===== config.mk =====
export PLATFORM = sky130hd
export DESIGN_NAME = vector_feature_id_register
export DESIGN_NICKNAME = d
export VERILOG_FILES = /design/src/logic/vector_feature_id_register.v
export VERILOG_INCLUDE_DIRS = /design/src /design/src/logic
export SDC_FILE = /design/constraint.sdc
export NUM_CORES = 1
export LEC_CHECK = 0
export ABC_AREA = 0
export BUFFER_PORTS_ARGS = -buffer_cell sky130_fd_sc_hd__buf_4
export CORE_MARGIN = 4
export CORE_UTILIZATION = 36
export CTS_BUF_LIST = sky130_fd_sc_hd__clkbuf_4 sky130_fd_sc_hd__clkbuf_8 sky130_fd_sc_hd__clkbuf_16
export CTS_CLUSTER_DIAMETER = 80
export CTS_CLUSTER_SIZE = 25
export DETAILED_ROUTE_END_ITERATION = 7
export PLACE_DENSITY = 0.86
export SYNTH_ARGS = -nofsm -noshare
export SYNTH_HDL_FRONTEND = slang
export SYNTH_SLANG_ARGS = --single-unit

===== constraint.sdc =====
create_clock -name REF_CLK -period 1.2 [get_ports REF_CLK]
set_input_delay 0.06 -clock REF_CLK [delete_from_list [all_inputs] [get_ports REF_CLK]]
set_output_delay 0.06 -clock REF_CLK [all_outputs]
set_load 0.02 [all_outputs]

===== src/logic/vector_feature_defines.vh =====
`ifndef VECTOR_FEATURE_DEFINES_VH
`define VECTOR_FEATURE_DEFINES_VH

// register field positions (msb, lsb)
`define TOP_RESV_MSB     63
`define TOP_RESV_LSB     48
`define INT8_MM_MSB      47
`define INT8_MM_LSB      44
`define CIPHER_MSB       43
`define CIPHER_LSB       40
`define MID_RESV_MSB     39
`define MID_RESV_LSB     36
`define KECCAK_MSB       35
`define KECCAK_LSB       32
`define LOW_RESV_MSB     31
`define LOW_RESV_LSB     24
`define BFLOAT_MSB       23
`define BFLOAT_LSB       20
`define PERMUTE_MSB      19
`define PERMUTE_LSB      16

// nibble index of each feature field
`define INT8_MM_NIBBLE   4'hb
`define CIPHER_NIBBLE    4'ha
`define KECCAK_NIBBLE    4'h8
`define BFLOAT_NIBBLE    4'h5
`define PERMUTE_NIBBLE   4'h4

// field values
`define FIELD_PRESENT    4'h1
`define FIELD_ABSENT     4'h0

// exception levels
`define LEVEL_ZERO       2'h0
`define LEVEL_ONE        2'h1

// syndrome class of a trapped system-register access
`define TRAP_SYNDROME_CLASS 6'h18

`endif


===== src/logic/vector_feature_id_register.v =====
`timescale 1ns/1ps
`include "vector_feature_defines.vh"

// What this block does
// RULE1 - provide a 64-bit read-only vector feature identification register
// RULE2 - location reads as zero where features are absent, from levels one to three
// RULE3 - bits 63 to 48 always read zero
// RULE4 - int8 matrix multiply field, bits 47 to 44, reads one
// RULE5 - cipher field, bits 43 to 40, one when build_parameter_a enabled, else zero
// RULE6 - keccak field, bits 35 to 32, one when build_parameter_a enabled, else zero
// RULE7 - bits 39 to 36 and 31 to 24 always read zero
// RULE8 - brain float field, bits 23 to 20, reads one
// RULE9 - bit permute field, bits 19 to 16, reads one after reset
// RULE10 - build_parameter_a enabled only if build parameter true and disable low at reset
// RULE11 - level zero reads trap class 0x18; level one traps if enabled
// RULE12 - fields fixed from reset until next reset; writes ignored; code fixes only the build_parameter_a strap, image follows VECTOR_PRESENT
module vector_feature_id_register #(
    parameter BUILD_PARAMETER_A = 1
) (
    input  wire        REF_CLK,
    input  wire        RESETN,
    input  wire        BUILD_PARAMETER_A_DISABLE_INPUT,
    input  wire        VECTOR_PRESENT,
    input  wire        READ_REQUEST,
    input  wire [1:0]  EXCEPTION_LEVEL,
    input  wire        LEVEL_TWO_ENABLED,
    input  wire        ID_GROUP_THREE_TRAP,
    input  wire        HOST_TRAP_GENERAL,
    output reg  [63:0] READ_DATA,
    output reg         READ_VALID,
    output reg         TRAP,
    output reg         TRAP_TO_LEVEL_TWO,
    output reg  [5:0]  TRAP_CLASS
);

    // one-hot reset sequence: capture the strap once, then hold it
    localparam [1:0] SEQ_CAPTURE = 2'b01;
    localparam [1:0] SEQ_STEADY  = 2'b10;

    reg  [1:0]  seq_state;
    reg  [1:0]  next_seq_state;
    reg         build_parameter_a_enabled;
    reg         next_build_parameter_a_enabled;
    reg         trap_now;
    reg         trap_el2;
    reg  [63:0] next_read_data;
    reg         next_read_valid;
    reg         next_trap;
    reg         next_trap_to_level_two;
    reg  [5:0]  next_trap_class;
    wire [63:0] image;
    wire [1:0]  trap_route;

    // code of one feature field, zero when the option behind it is absent
    function [3:0] field_code;
        input present;
        begin
            field_code = present ? `FIELD_PRESENT : `FIELD_ABSENT;
        end
    endfunction

    // one nibble of the image; unlisted nibbles are reserved
    function [3:0] nibble_code;
        input [3:0] index;
        input       vector_on;
        input       build_parameter_a_on;
        begin
            nibble_code = `FIELD_ABSENT;
            // RULE2 zero when absent
            if (vector_on)
            begin
                case (index)
                    // RULE4 int8 matrix field
                    `INT8_MM_NIBBLE: nibble_code = field_code(1'b1);
                    // RULE5 cipher field select
                    `CIPHER_NIBBLE:  nibble_code = field_code(build_parameter_a_on);
                    // RULE6 keccak field select
                    `KECCAK_NIBBLE:  nibble_code = field_code(build_parameter_a_on);
                    // RULE8 brain float field
                    `BFLOAT_NIBBLE:  nibble_code = field_code(1'b1);
                    // RULE9 bit permute field
                    `PERMUTE_NIBBLE: nibble_code = field_code(1'b1);
                    // RULE3 RULE7 reserved nibbles
                    default:         nibble_code = `FIELD_ABSENT;
                endcase
            end
        end
    endfunction

    // {trap, to level two}; level zero always traps, to level two only under the general trap control
    function [1:0] trap_decode;
        input [1:0] level;
        input       el2_on;
        input       group3_trap;
        input       general_trap;
        begin
            trap_decode = 2'b00;
            // RULE11 privilege trap decode
            case (level)
                `LEVEL_ZERO:
                begin
                    trap_decode = {1'b1, el2_on && general_trap};
                end
                `LEVEL_ONE:
                begin
                    trap_decode = (el2_on && group3_trap) ? 2'b11 : 2'b00;
                end
                default:
                begin
                    trap_decode = 2'b00;
                end
            endcase
        end
    endfunction

    // later strap changes are ignored until the next reset
    // RULE10 build_parameter_a strap capture
    always @*
    begin
        next_seq_state      = seq_state;
        next_build_parameter_a_enabled = build_parameter_a_enabled;
        case (seq_state)
            SEQ_CAPTURE:
            begin
                next_seq_state      = SEQ_STEADY;
                next_build_parameter_a_enabled = (BUILD_PARAMETER_A != 0) && !BUILD_PARAMETER_A_DISABLE_INPUT;
            end
            SEQ_STEADY:
            begin
                next_seq_state      = SEQ_STEADY;
                next_build_parameter_a_enabled = build_parameter_a_enabled;
            end
            default:
            begin
                next_seq_state      = SEQ_CAPTURE;
                next_build_parameter_a_enabled = 1'b0;
            end
        endcase
    end

    // strap caught on the first clock after release, not under the async reset
    // RULE12 frozen until next reset
    always @(posedge REF_CLK or negedge RESETN)
    begin
        if (!RESETN)
        begin
            seq_state      <= SEQ_CAPTURE;
            build_parameter_a_enabled <= 1'b0;
        end
        else
        begin
            seq_state      <= next_seq_state;
            build_parameter_a_enabled <= next_build_parameter_a_enabled;
        end
    end

    // RULE1 image built nibble by nibble
    genvar nib;
    generate
        for (nib = 0; nib < 16; nib = nib + 1)
        begin : g_nibble
            localparam [3:0] NIBBLE_INDEX = nib;
            assign image[4*nib+3:4*nib] = nibble_code(NIBBLE_INDEX, VECTOR_PRESENT,
                                                      build_parameter_a_enabled);
        end
    endgenerate

    assign trap_route = trap_decode(EXCEPTION_LEVEL, LEVEL_TWO_ENABLED,
                                    ID_GROUP_THREE_TRAP, HOST_TRAP_GENERAL);

    always @*
    begin
        trap_now = trap_route[1];
        trap_el2 = trap_route[0];
    end

    // a trapped read never shows the image
    // RULE1 RULE12 read-only answer
    always @*
    begin
        next_read_valid        = 1'b0;
        next_trap              = 1'b0;
        next_trap_to_level_two = 1'b0;
        next_trap_class        = 6'h00;
        next_read_data         = 64'h0000_0000_0000_0000;
        if (READ_REQUEST)
        begin
            if (trap_now)
            begin
                // RULE11 trap with syndrome class
                next_trap              = 1'b1;
                next_trap_to_level_two = trap_el2;
                next_trap_class        = `TRAP_SYNDROME_CLASS;
            end
            else
            begin
                next_read_valid        = 1'b1;
                next_read_data         = image;
            end
        end
    end

    // answer stands one cycle after the request edge
    always @(posedge REF_CLK or negedge RESETN)
    begin
        if (!RESETN)
        begin
            READ_DATA         <= 64'h0000_0000_0000_0000;
            READ_VALID        <= 1'b0;
            TRAP              <= 1'b0;
            TRAP_TO_LEVEL_TWO <= 1'b0;
            TRAP_CLASS        <= 6'h00;
        end
        else
        begin
            READ_DATA         <= next_read_data;
            READ_VALID        <= next_read_valid;
            TRAP              <= next_trap;
            TRAP_TO_LEVEL_TWO <= next_trap_to_level_two;
            TRAP_CLASS        <= next_trap_class;
        end
    end

endmodule // vector_feature_id_register


==> metrics.txt, run 1 <==
gr usage total=6.20%; DRC viols=0; synthesized area=837 um2; LEAKAGE=0.491 nW; grt total ovfl=0; worst-path maximum fanout=2; Bufs on Longest Clock Path=2; maximum VDD drop=0.000531 V; Final Cycle Share=83.0%; antenna violations before repair=0; Die Area=3160 um2; Critical Path RT=1.35 ns; PwrDens=1010 nW/um2; Layout area overhead=-5.98%; ANT nets after route=0; Seq/Total Area, Yosys=24.1%; Crit Path Category=reg -> reg; ant diodes=0; Final Skew=0.0111 ns; status=finished, final reports clean; vias in the first global route=316; first-pass GRT wire length=1460 um; CTS tree=built; fin crit period=0.997 ns; clock-pin slew on the worst setup and hold paths=0.06 ns; Routed WL=1180 um; first drt pass iteration count=4; Sink Count=8; final worst slack=0.203 ns; Ports=83; share of cells above drive strength 1=23.4%; drt initial violations=14; syn_area_per_cell=9.10 um2; fin cells=139; Unique masters post-synth=16; routed vias=420; core area=2210 um2; #FFs+latches synth=8; final hold vios=0; Die W=56.2 um; setup TNS=0 ns; number of CTS-inserted buffers=3; R2R setup slack=0.20 ns; H-tree depth=1; row count=17; Final HPWL DP=1060 um; arrival time worst endpoint=1.14 ns; fmax=1000 MHz; Syn Inst Count=92; min-delay worst type=in -> reg; worst slack at placement=0.192 ns; final setup vio count=0; routed len/inst=8.48 um; Max Slew Vio Count=0; RSZ-0062 raised after global routing=no; Final GP Congestion=0.651; MaxCap Viol Count=0; latest clock arrival within the worst-skew pair=0.25 ns; Synthesis Warnings=0; placed cells=133; Die Y=56.2 um; largest net degree at the start of global routing=9; CP Capture Type=flop; Initial Util=37.8%; CTS root buffer=clkbuf_4; Port-buffer cells=19; final net count=124; critical path launch point type=flop; drt via density=3.02
[metrics by stage]
| step | hold slack [ns] | instance area [um2] | power (W) | util (%) |
|---|---|---|---|---|
| after floorplan | -0.236 | 1070 | 0.000663 | - |
| after global placement | -0.122 | 737 | 0.000554 | 33.3 |
| after detailed placement | -0.122 | 737 | 0.000555 | 33.3 |
| after CTS | 0.0538 | 787 | 0.000805 | 35.6 |
| after global routing | 0.0648 | 787 | 0.000839 | 35.6 |
| final | 0.0624 | 787 | 0.000794 | 35.6 |
[cells in the mapped netlist]
| library cell | n | area, um2 |
|---|---|---|
| buf_4 | 68 | 510 |
| dfrtp_1 | 7 | 175 |
| inv_1 | 3 | 11.3 |
| ha_1 | 2 | 25.0 |
| a21boi_2 | 1 | 11.3 |
| and4bb_2 | 1 | 12.5 |
| conb_1 | 1 | 3.75 |
| dfstp_2 | 1 | 26.3 |
| mux2i_1 | 1 | 10.0 |
| nand2_1 | 1 | 3.75 |
| nand2b_1 | 1 | 6.26 |
| nor3b_1 | 1 | 7.51 |
| o2111a_1 | 1 | 11.3 |
| o211a_1 | 1 | 10.0 |
| o21a_1 | 1 | 7.51 |
| o21ai_0 | 1 | 5.00 |
[worst paths after layout]
kind | from | end | depth (start not counted)
max in group asynchronous | RESETN | seq_state[0]$_DFF_PN1_ | 2
max reg2reg | seq_state[0]$_DFF_PN1_ | seq_state[1]$_DFF_PN0_ | 3
min | BUILD_PARAMETER_A_DISABLE_INPUT | build_parameter_a_enabled$_DFFE_PN0P_ | 3
min in group asynchronous | RESETN | TRAP_CLASS[3]$_DFF_PN0_ | 2
min reg2reg | build_parameter_a_enabled$_DFFE_PN0P_ | build_parameter_a_enabled$_DFFE_PN0P_ | 2
max | seq_state[0]$_DFF_PN1_ | seq_state[1]$_DFF_PN0_ | 3
[flip-flops by register name, indices dropped and copies added (netlist names)]
signal                     count
READ_DATA                      2
READ_VALID                     1
TRAP_CLASS                     1
TRAP_TO_LEVEL_TWO              1
build_parameter_a_enabled      1
seq_state                      2
[cell usage in the layout, fill, tap and decap left out]
cell           synthesis  routed
nand2b_1               1       1
dfrtp_1                7       7
o21a_1                 1       1
dlygate4sd3_1          0       2
nor3b_1                1       1
inv_1                  3       3
o2111a_1               1       1
a21boi_2               1       1
o211a_1                1       1
o21ai_0                1       1
buf_4                 68      19
nand2_1                1       1
clkbuf_4               0       4
mux2i_1                1       1
ha_1                   2       2
conb_1                 1      63
and4bb_2               1       1
dfstp_2                1       1
[layout make-up]
cell class / instances / area (um2)
Clock buffer: 4 / 30.0
Fill cell: 244 / 1430
Inverter: 3 / 11.3
Multi-Input combinational cell: 75 / 347
Sequential cell: 8 / 201
Tap cell: 28 / 35.0
Timing Repair Buffer: 21 / 163
[what timing repair did]
action                    CTS  global route
hold buffers                2             0
setup buffers               0             0
hold endpoints to repair    9             0
gates resized for setup     0             0
[cells by family after synthesis]
family / count (synthesis) / share of synthesized area, %
DFF: 8 / 24.1
and+or+nand+nor: 4 / 3.59
buffers and inverters: 71 / 62.3
other: 1 / 0.448
muxes: 1 / 1.20
AOI/OAI and AO/OA: 5 / 5.38
adders and majority gates: 2 / 2.99
[where the power goes]
group / internal, W / leakage (nW) / switching [W]
Sequential: 0.000280 / 0.0970 / 0.00000585
Combinational: 0.0000526 / 0.375 / 0.000223
Clock: 0.000149 / 0.0184 / 0.0000838
[worst max-delay path, stage by stage (launching register included)]
cell and delay (ns):
dfstp_2 0.52, inv_1 0.04, ha_1 0.30, inv_1 0.04
[per-layer routing]
layer	GRT usage [%]	part of all wire [%]
met1	4.89	23
met2	12.4	62
met3	2.09	14
met4	4.07	0
met5	0	0
Note: power is estimated with default switching activity, not from simulation.
==> run 2, diff against run 1 <==
--- a/config.mk
+++ b/config.mk
@@ -9,12 +9,12 @@
 export ABC_AREA = 0
 export BUFFER_PORTS_ARGS = -buffer_cell sky130_fd_sc_hd__buf_4
 export CORE_MARGIN = 4
-export CORE_UTILIZATION = 36
+export CORE_UTILIZATION = 32
 export CTS_BUF_LIST = sky130_fd_sc_hd__clkbuf_4 sky130_fd_sc_hd__clkbuf_8 sky130_fd_sc_hd__clkbuf_16
 export CTS_CLUSTER_DIAMETER = 80
 export CTS_CLUSTER_SIZE = 25
 export DETAILED_ROUTE_END_ITERATION = 7
-export PLACE_DENSITY = 0.86
+export PLACE_DENSITY = 0.81
 export SYNTH_ARGS = -nofsm -noshare
 export SYNTH_HDL_FRONTEND = slang
 export SYNTH_SLANG_ARGS = --single-unit
==> constraint.sdc (replaced) <==
create_clock -name REF_CLK -period 0.9 [get_ports REF_CLK]
set_input_delay 0.045 -clock REF_CLK [delete_from_list [all_inputs] [get_ports REF_CLK]]
set_output_delay 0.045 -clock REF_CLK [all_outputs]
set_load 0.02 [all_outputs]
==> metrics.txt, run 2 (synthesized netlist as in run 1, its figures left out) <==
status=finished, violations left; violations in the final reports=setup timing; ant diodes=0 (unchanged); Max Slew Vio Count=0 (unchanged); largest net degree at the start of global routing=9 (unchanged); critical path launch point type=flop; Ports=83 (unchanged); Port-buffer cells=19 (unchanged); Final HPWL DP=1070 um (+1.3%); arrival time worst endpoint=1.11 ns (-0.03 ns); core area=2480 um2 (+12%); Bufs on Longest Clock Path=2 (unchanged); RSZ-0062 raised after global routing=yes; routed len/inst=8.30 um (-2.2%); MaxCap Viol Count=0 (unchanged); DRC viols=0 (unchanged); Die W=59.1 um (+5.2%); final worst slack=-0.0686 ns (-0.272 ns); first-pass GRT wire length=1380 um (-5.6%); fmax=1030 MHz (+2.9%); Worst Hold Slack=0.0457 ns (-0.0167 ns); PwrDens=1310 nW/um2 (+30%); latest clock arrival within the worst-skew pair=0.25 ns (about the same); Final GP Congestion=0.669 (+2.8%); H-tree depth=1 (unchanged); row count=18 (+1); clock-pin slew on the worst setup and hold paths=0.06 ns (about the same); Initial Util=33.8% (-4.1 points); Layout area overhead=-2.54%; first drt pass iteration count=4 (unchanged); crit path cell chain=inv_2 > ha_4 > inv_2; gr usage total=5.37% (-0.83 points); LEAKAGE=0.495 nW (+0.89%); Die Area=3500 um2 (+11%); Most common cell on crit path=inv_2; min-delay worst type=in -> reg; antenna violations before repair=0 (unchanged); drt via density=2.93 (-3.1%); setup TNS=-0.110 ns (-0.110 ns); vias in the first global route=303 (-4.1%); Die Y=59.1 um (+5.2%); routed vias=413 (-1.7%); CTS root buffer=clkbuf_4; maximum VDD drop=0.00117 V (+120%); Max stage delay cell, worst path=dfstp_2; most common library cell in the layout ignoring fill and taps=conb_1; biggest regs=READ_DATA x2, seq_state x2; Final Skew=0.0113 ns (+0.000178 ns); Critical Path RT=1.04 ns (-0.31 ns); CTS tree=built; final hold vios=0 (unchanged); worst-path maximum fanout=2 (unchanged); commonest cells after routing, fill and taps aside=conb_1 (63), buf_4 (16), dfrtp_1 (7), clkbuf_4 (4), buf_6 (3); number of CTS-inserted buffers=3 (unchanged); final setup vio count=2 (+2); ANT nets after route=0 (unchanged); setup bufs post-CTS=0 (unchanged); Crit Path Category=reg -> reg; CP Capture Type=flop; fin crit period=0.969 ns (-0.0280 ns); Final Cycle Share=108% (+25 points); share of cells above drive strength 1=27.0% (+3.6 points); grt total ovfl=0 (unchanged); final net count=124 (unchanged); CP max stage delay=0.54 ns (+0.02 ns); Sink Count=8 (unchanged); drt initial violations=3 (-11); Routed WL=1170 um (-0.76%)
[run 2: cell count changes in the layout (fill, tap and decap cells not counted)]
cell,before,now
nand2_1,1,0
inv_2,0,2
ha_4,0,1
o21ai_1,0,1
o21ai_0,1,0
inv_1,3,1
nand2_2,0,1
buf_6,0,3
buf_4,19,16
ha_1,2,1
[run 2: area by class of cell]
| cell class | count | area (um2) |
|---|---|---|
| multi-input cells | 75 | 362 |
| clock buffers | 4 | 30.0 |
| inverters | 3 | 11.3 |
| well taps | 30 | 37.5 |
| repair buffers | 21 | 174 |
| flip-flops and latches | 8 | 201 |
| fillers | 281 | 1660 |
[run 2: per-layer routing]
metal | vias up | wire length, um | global-route usage [%]
li1 | 195 | - | -
met5 | - | 0 | 0
met4 | 0 | 0 | 0.971
met1 | 182 | 288 | 5.73
met2 | 36 | 692 | 8.99
met3 | 0 | 189 | 3.49
[run 2: repair_timing]
| action | in CTS | in global routing |
|---|---|---|
| gates resized for setup | 1 | 4 |
| endpoints found under the setup margin | 2 | 6 |
| endpoints found under the hold margin | 9 | 0 |
| hold buffers | 2 | 0 |
[run 2: stage by stage]
| stage | instances | power [W] | utilization (%) | cell area (um2) | worst slack, ns |
|---|---|---|---|---|---|
| after floorplan | 154 | 0.000884 | - | 1080 | -0.0373 |
| after global placement | 135 | 0.000739 | 30.4 | 752 | -0.0439 |
| after global routing | 141 | 0.00114 | 32.9 | 816 | -0.0846 |
| after CTS | 141 | 0.00107 | 32.4 | 802 | -0.0701 |
| after detailed placement | 135 | 0.000740 | 30.4 | 752 | -0.0683 |
| final | 141 | 0.00107 | 32.9 | 816 | -0.0686 |
[run 2: worst max-delay path: cells and delay by family (launching register included)]
kind	cells	cell delay, ns
fa+ha+maj	1	0.26
buf+inv	2	0.07
flops	1	0.54
[run 2: worst paths after layout]
| path | cells past startpoint | to | from | slack (ns) |
|---|---|---|---|---|
| hold reg to reg | 2 | build_parameter_a_enabled$_DFFE_PN0P_ | build_parameter_a_enabled$_DFFE_PN0P_ | 0.52 |
| hold / removal | 2 | READ_VALID$_DFF_PN0_ | READ_REQUEST | 0.05 |
| setup reg to reg | 3 | seq_state[1]$_DFF_PN0_ | seq_state[0]$_DFF_PN1_ | -0.07 |
| setup / recovery | 3 | seq_state[1]$_DFF_PN0_ | seq_state[0]$_DFF_PN1_ | -0.07 |
| min in group asynchronous | 2 | build_parameter_a_enabled$_DFFE_PN0P_ | RESETN | 0.15 |
| max in group asynchronous | 2 | seq_state[0]$_DFF_PN1_ | RESETN | 0.53 |
[run 2: power by group]
part | total [W] | switching [W] | internal (W) | leakage [nW]
Clock | 0.000315 | 0.000116 | 0.000199 | 0.0184
Sequential | 0.000382 | 0.00000881 | 0.000373 | 0.0970
Combinational | 0.000372 | 0.000298 | 0.0000747 | 0.380
==> run 3, diff against run 2 <==
--- a/config.mk
+++ b/config.mk
@@ -6,15 +6,15 @@
 export SDC_FILE = /design/constraint.sdc
 export NUM_CORES = 1
 export LEC_CHECK = 0
-export ABC_AREA = 0
+export ABC_AREA = 1
 export BUFFER_PORTS_ARGS = -buffer_cell sky130_fd_sc_hd__buf_4
 export CORE_MARGIN = 4
-export CORE_UTILIZATION = 32
+export CORE_UTILIZATION = 33
 export CTS_BUF_LIST = sky130_fd_sc_hd__clkbuf_4 sky130_fd_sc_hd__clkbuf_8 sky130_fd_sc_hd__clkbuf_16
 export CTS_CLUSTER_DIAMETER = 80
 export CTS_CLUSTER_SIZE = 25
 export DETAILED_ROUTE_END_ITERATION = 7
-export PLACE_DENSITY = 0.81
+export PLACE_DENSITY = 0.82
 export SYNTH_ARGS = -nofsm -noshare
 export SYNTH_HDL_FRONTEND = slang
 export SYNTH_SLANG_ARGS = --single-unit
==> metrics.txt, run 3 <==
status=finished, violations left; violations in the final reports=setup timing; #FFs+latches synth=8 (unchanged); ant diodes=0 (unchanged); Final HPWL DP=1080 um (+0.56%); final worst slack=-0.120 ns (-0.0513 ns); clock-pin slew on the worst setup and hold paths=0.05 ns (about the same); fin cells=157 (+11%); Ports=83 (unchanged); Final Power=0.00108 W (+1.2%); first drt pass iteration count=3 (-1); area share of the largest cell type after synthesis=59.3% (-1.7 points); fin crit period=1.02 ns (+0.0513 ns); cell with the most instances after synthesis=buf_4; FF-to-FF End=build_parameter_a_enabled$_DFFE_PN0P_; placed cells=150 (+11%); CP max stage delay=0.53 ns (about the same); row count=18 (unchanged); vias in the first global route=364 (+20%); grt total ovfl=0 (unchanged); commonest cells after routing, fill and taps aside=conb_1 (63), buf_4 (19), inv_1 (9), dfrtp_1 (7), nand2_1 (5); drt initial violations=5 (+2); Final GP Congestion=0.739 (+11%); Worst path depth=3 (unchanged); gr usage total=5.91% (+0.54 points); Die Area=3490 um2 (-0.24%); crit path from=seq_state[0]$_DFF_PN1_; MaxCap Viol Count=0 (unchanged); Synth async-reset ratio=100% (unchanged); Detail Route met2 WL=559 um (-19%); synthesized area=861 um2 (+2.8%); FILL cells=276 (-1.8%); critical path launch point type=flop; Final Cycle Share=113% (+5.7 points); Port-buffer cells=19 (unchanged); CP Capture Type=flop; DRC viols=0 (unchanged); met3 WL=292 um (+54%); final net count=140 (+13%); syn_area_per_cell=8.05 um2 (-12%); fmax=980 MHz (-5.0%); fin area=852 um2 (+4.4%); family with the most delay on the worst path=flip-flops; R2R setup slack=-0.12 ns (-0.05 ns); Synthesis Warnings=0 (unchanged); Seq/Total Area, Yosys=23.4% (-0.66 points); setup bufs post-CTS=0 (unchanged); Max stage delay cell, worst path=dfstp_2; EDFF count, synth=0 (unchanged); antenna violations before repair=0 (unchanged); H-tree depth=1 (unchanged); final hold vios=0 (unchanged); final setup vio count=2 (unchanged); first-pass GRT wire length=1470 um (+6.4%); RSZ-0062 raised after global routing=yes; setup TNS=-0.183 ns (-0.0723 ns); latest clock arrival within the worst-skew pair=0.25 ns (about the same); top layer in use=met4; FF-to-FF Start=seq_state[0]$_DFF_PN1_; Setup crit end=build_parameter_a_enabled$_DFFE_PN0P_; Die Y=59.1 um (-0.12%); routed len/inst=7.37 um (-11%); area leader, netlist=buf_4; maximum VDD drop=0.000482 V (-59%); Layout area overhead=-1.02%; core area=2480 um2 (unchanged); Routed WL=1160 um (-1.1%); min-delay worst type=in -> reg; Final Skew=0.00186 ns (-0.00945 ns); synth top area cells=buf_4 (59%), dfrtp_1 (20%), inv_1 (4.8%); ANT nets after route=0 (unchanged); Syn Inst Count=107 (+16%); Unique masters post-synth=13 (-3); Sink Count=8 (unchanged); Crit Path Category=reg -> reg; Top FF cell, synth=dfrtp_1; Initial Util=34.7% (+0.96 points); synth cell count leaders=buf_4 (68), inv_1 (11), dfrtp_1 (7), nand2_1 (6), nor2_1 (4); R2R cell count=3 (unchanged); Bufs on Longest Clock Path=2 (unchanged); CTS tree=built; Critical Path RT=1.07 ns (+0.03 ns); Worst Hold Slack=0.0473 ns (+0.00157 ns); Buf/Inv on CP=1 (-1); Max Slew Vio Count=0 (unchanged); Cell Area, Placed=776 um2 (+3.2%); most common library cell in the layout ignoring fill and taps=conb_1; met1 WL=281 um (-2.4%); largest net degree at the start of global routing=9 (unchanged); Die W=59.1 um (-0.12%); CTS root buffer=clkbuf_4; share of cells above drive strength 1=25.2% (-1.8 points); number of CTS-inserted buffers=3 (unchanged); PwrDens=1270 nW/um2 (-3.1%); crit path cell chain=inv_2 > ha_4 > o31ai_4; routed vias=486 (+18%); arrival time worst endpoint=1.19 ns (+0.08 ns); worst-path maximum fanout=2 (unchanged); LEAKAGE=0.543 nW (+9.7%); drt via density=3.10 (+5.7%); biggest regs=READ_DATA x2, seq_state x2
run 3: changes by cell type after synthesis, moves of 2 or more:
cell     previous run  this run
nand2_2             0         2
nand3_1             0         2
nand2_1             1         6
inv_1               3        11
nor2_1              0         4
run 3: per-layer routing:
layer / vias to the layer above / track usage [%]
li1: 224 / -
met1: 207 / 5.46
met2: 53 / 9.31
met3: 2 / 2.83
met4: 0 / 5.83
met5: - / 0
run 3: cells by family after synthesis:
| group | share of synthesized area (%) |
|---|---|
| compound gates | 1.45 |
| buf+inv | 64.1 |
| other cells | 0.436 |
| simple gates | 7.70 |
| fa+ha+maj | 2.91 |
| flops | 23.4 |
run 3: area by class of cell:
cell class	count	area, um2	share of cell area [%]
sequential	8	201	23.6
timing repair buffer	22	173	20.3
tap	30	37.5	4.41
multi-input combinational	82	369	43.3
clock buffer	4	30.0	3.52
inverter	11	41.3	4.85
run 3: worst min-delay path by stage:
| stage | cells after the start | endpoint | slack, ns | startpoint |
|---|---|---|---|---|
| final | 3 | READ_DATA[20]$_DFF_PN0_ | 0.05 | VECTOR_PRESENT |
| after global routing | 3 | READ_DATA[20]$_DFF_PN0_ | 0.07 | VECTOR_PRESENT |
| after CTS | 3 | READ_DATA[20]$_DFF_PN0_ | 0.04 | VECTOR_PRESENT |
| after detailed placement | 1 | seq_state[1]$_DFF_PN0_ | -0.14 | RESETN |
| after global placement | 1 | seq_state[1]$_DFF_PN0_ | -0.14 | RESETN |
| after floorplan | 0 | READ_DATA[20]$_DFF_PN0_ | -0.25 | RESETN |
run 3: power breakdown:
| part | switching, W | internal (W) | leakage [nW] |
|---|---|---|---|
| Clock | 0.000120 | 0.000200 | 0.0184 |
| Sequential | 0.00000709 | 0.000373 | 0.0970 |
| Combinational | 0.000308 | 0.0000738 | 0.428 |
| Total | 0.000435 | 0.000647 | 0.543 |
run 3: what timing repair did:
item                                   CTS  global route
hold buffers                             3             0
setup endpoints to repair                2             3
resized for setup                        1             2
endpoints found under the hold margin   10             0
pin swaps                                1             0
run 3: metrics by stage:
| stage | setup slack, ns | utilization [%] |
|---|---|---|
| after detailed placement | -0.140 | 31.3 |
| after floorplan | -0.0927 | - |
| after global routing | -0.161 | 34.4 |
| final | -0.120 | 34.4 |
| after CTS | -0.125 | 33.9 |
| after global placement | -0.0993 | 31.3 |
run 3: worst reg2reg max path, cell delays in order, from the launching register on:
cell	delay (ns)
dfstp_2	0.53
inv_2	0.04
ha_4	0.16
o31ai_4	0.20
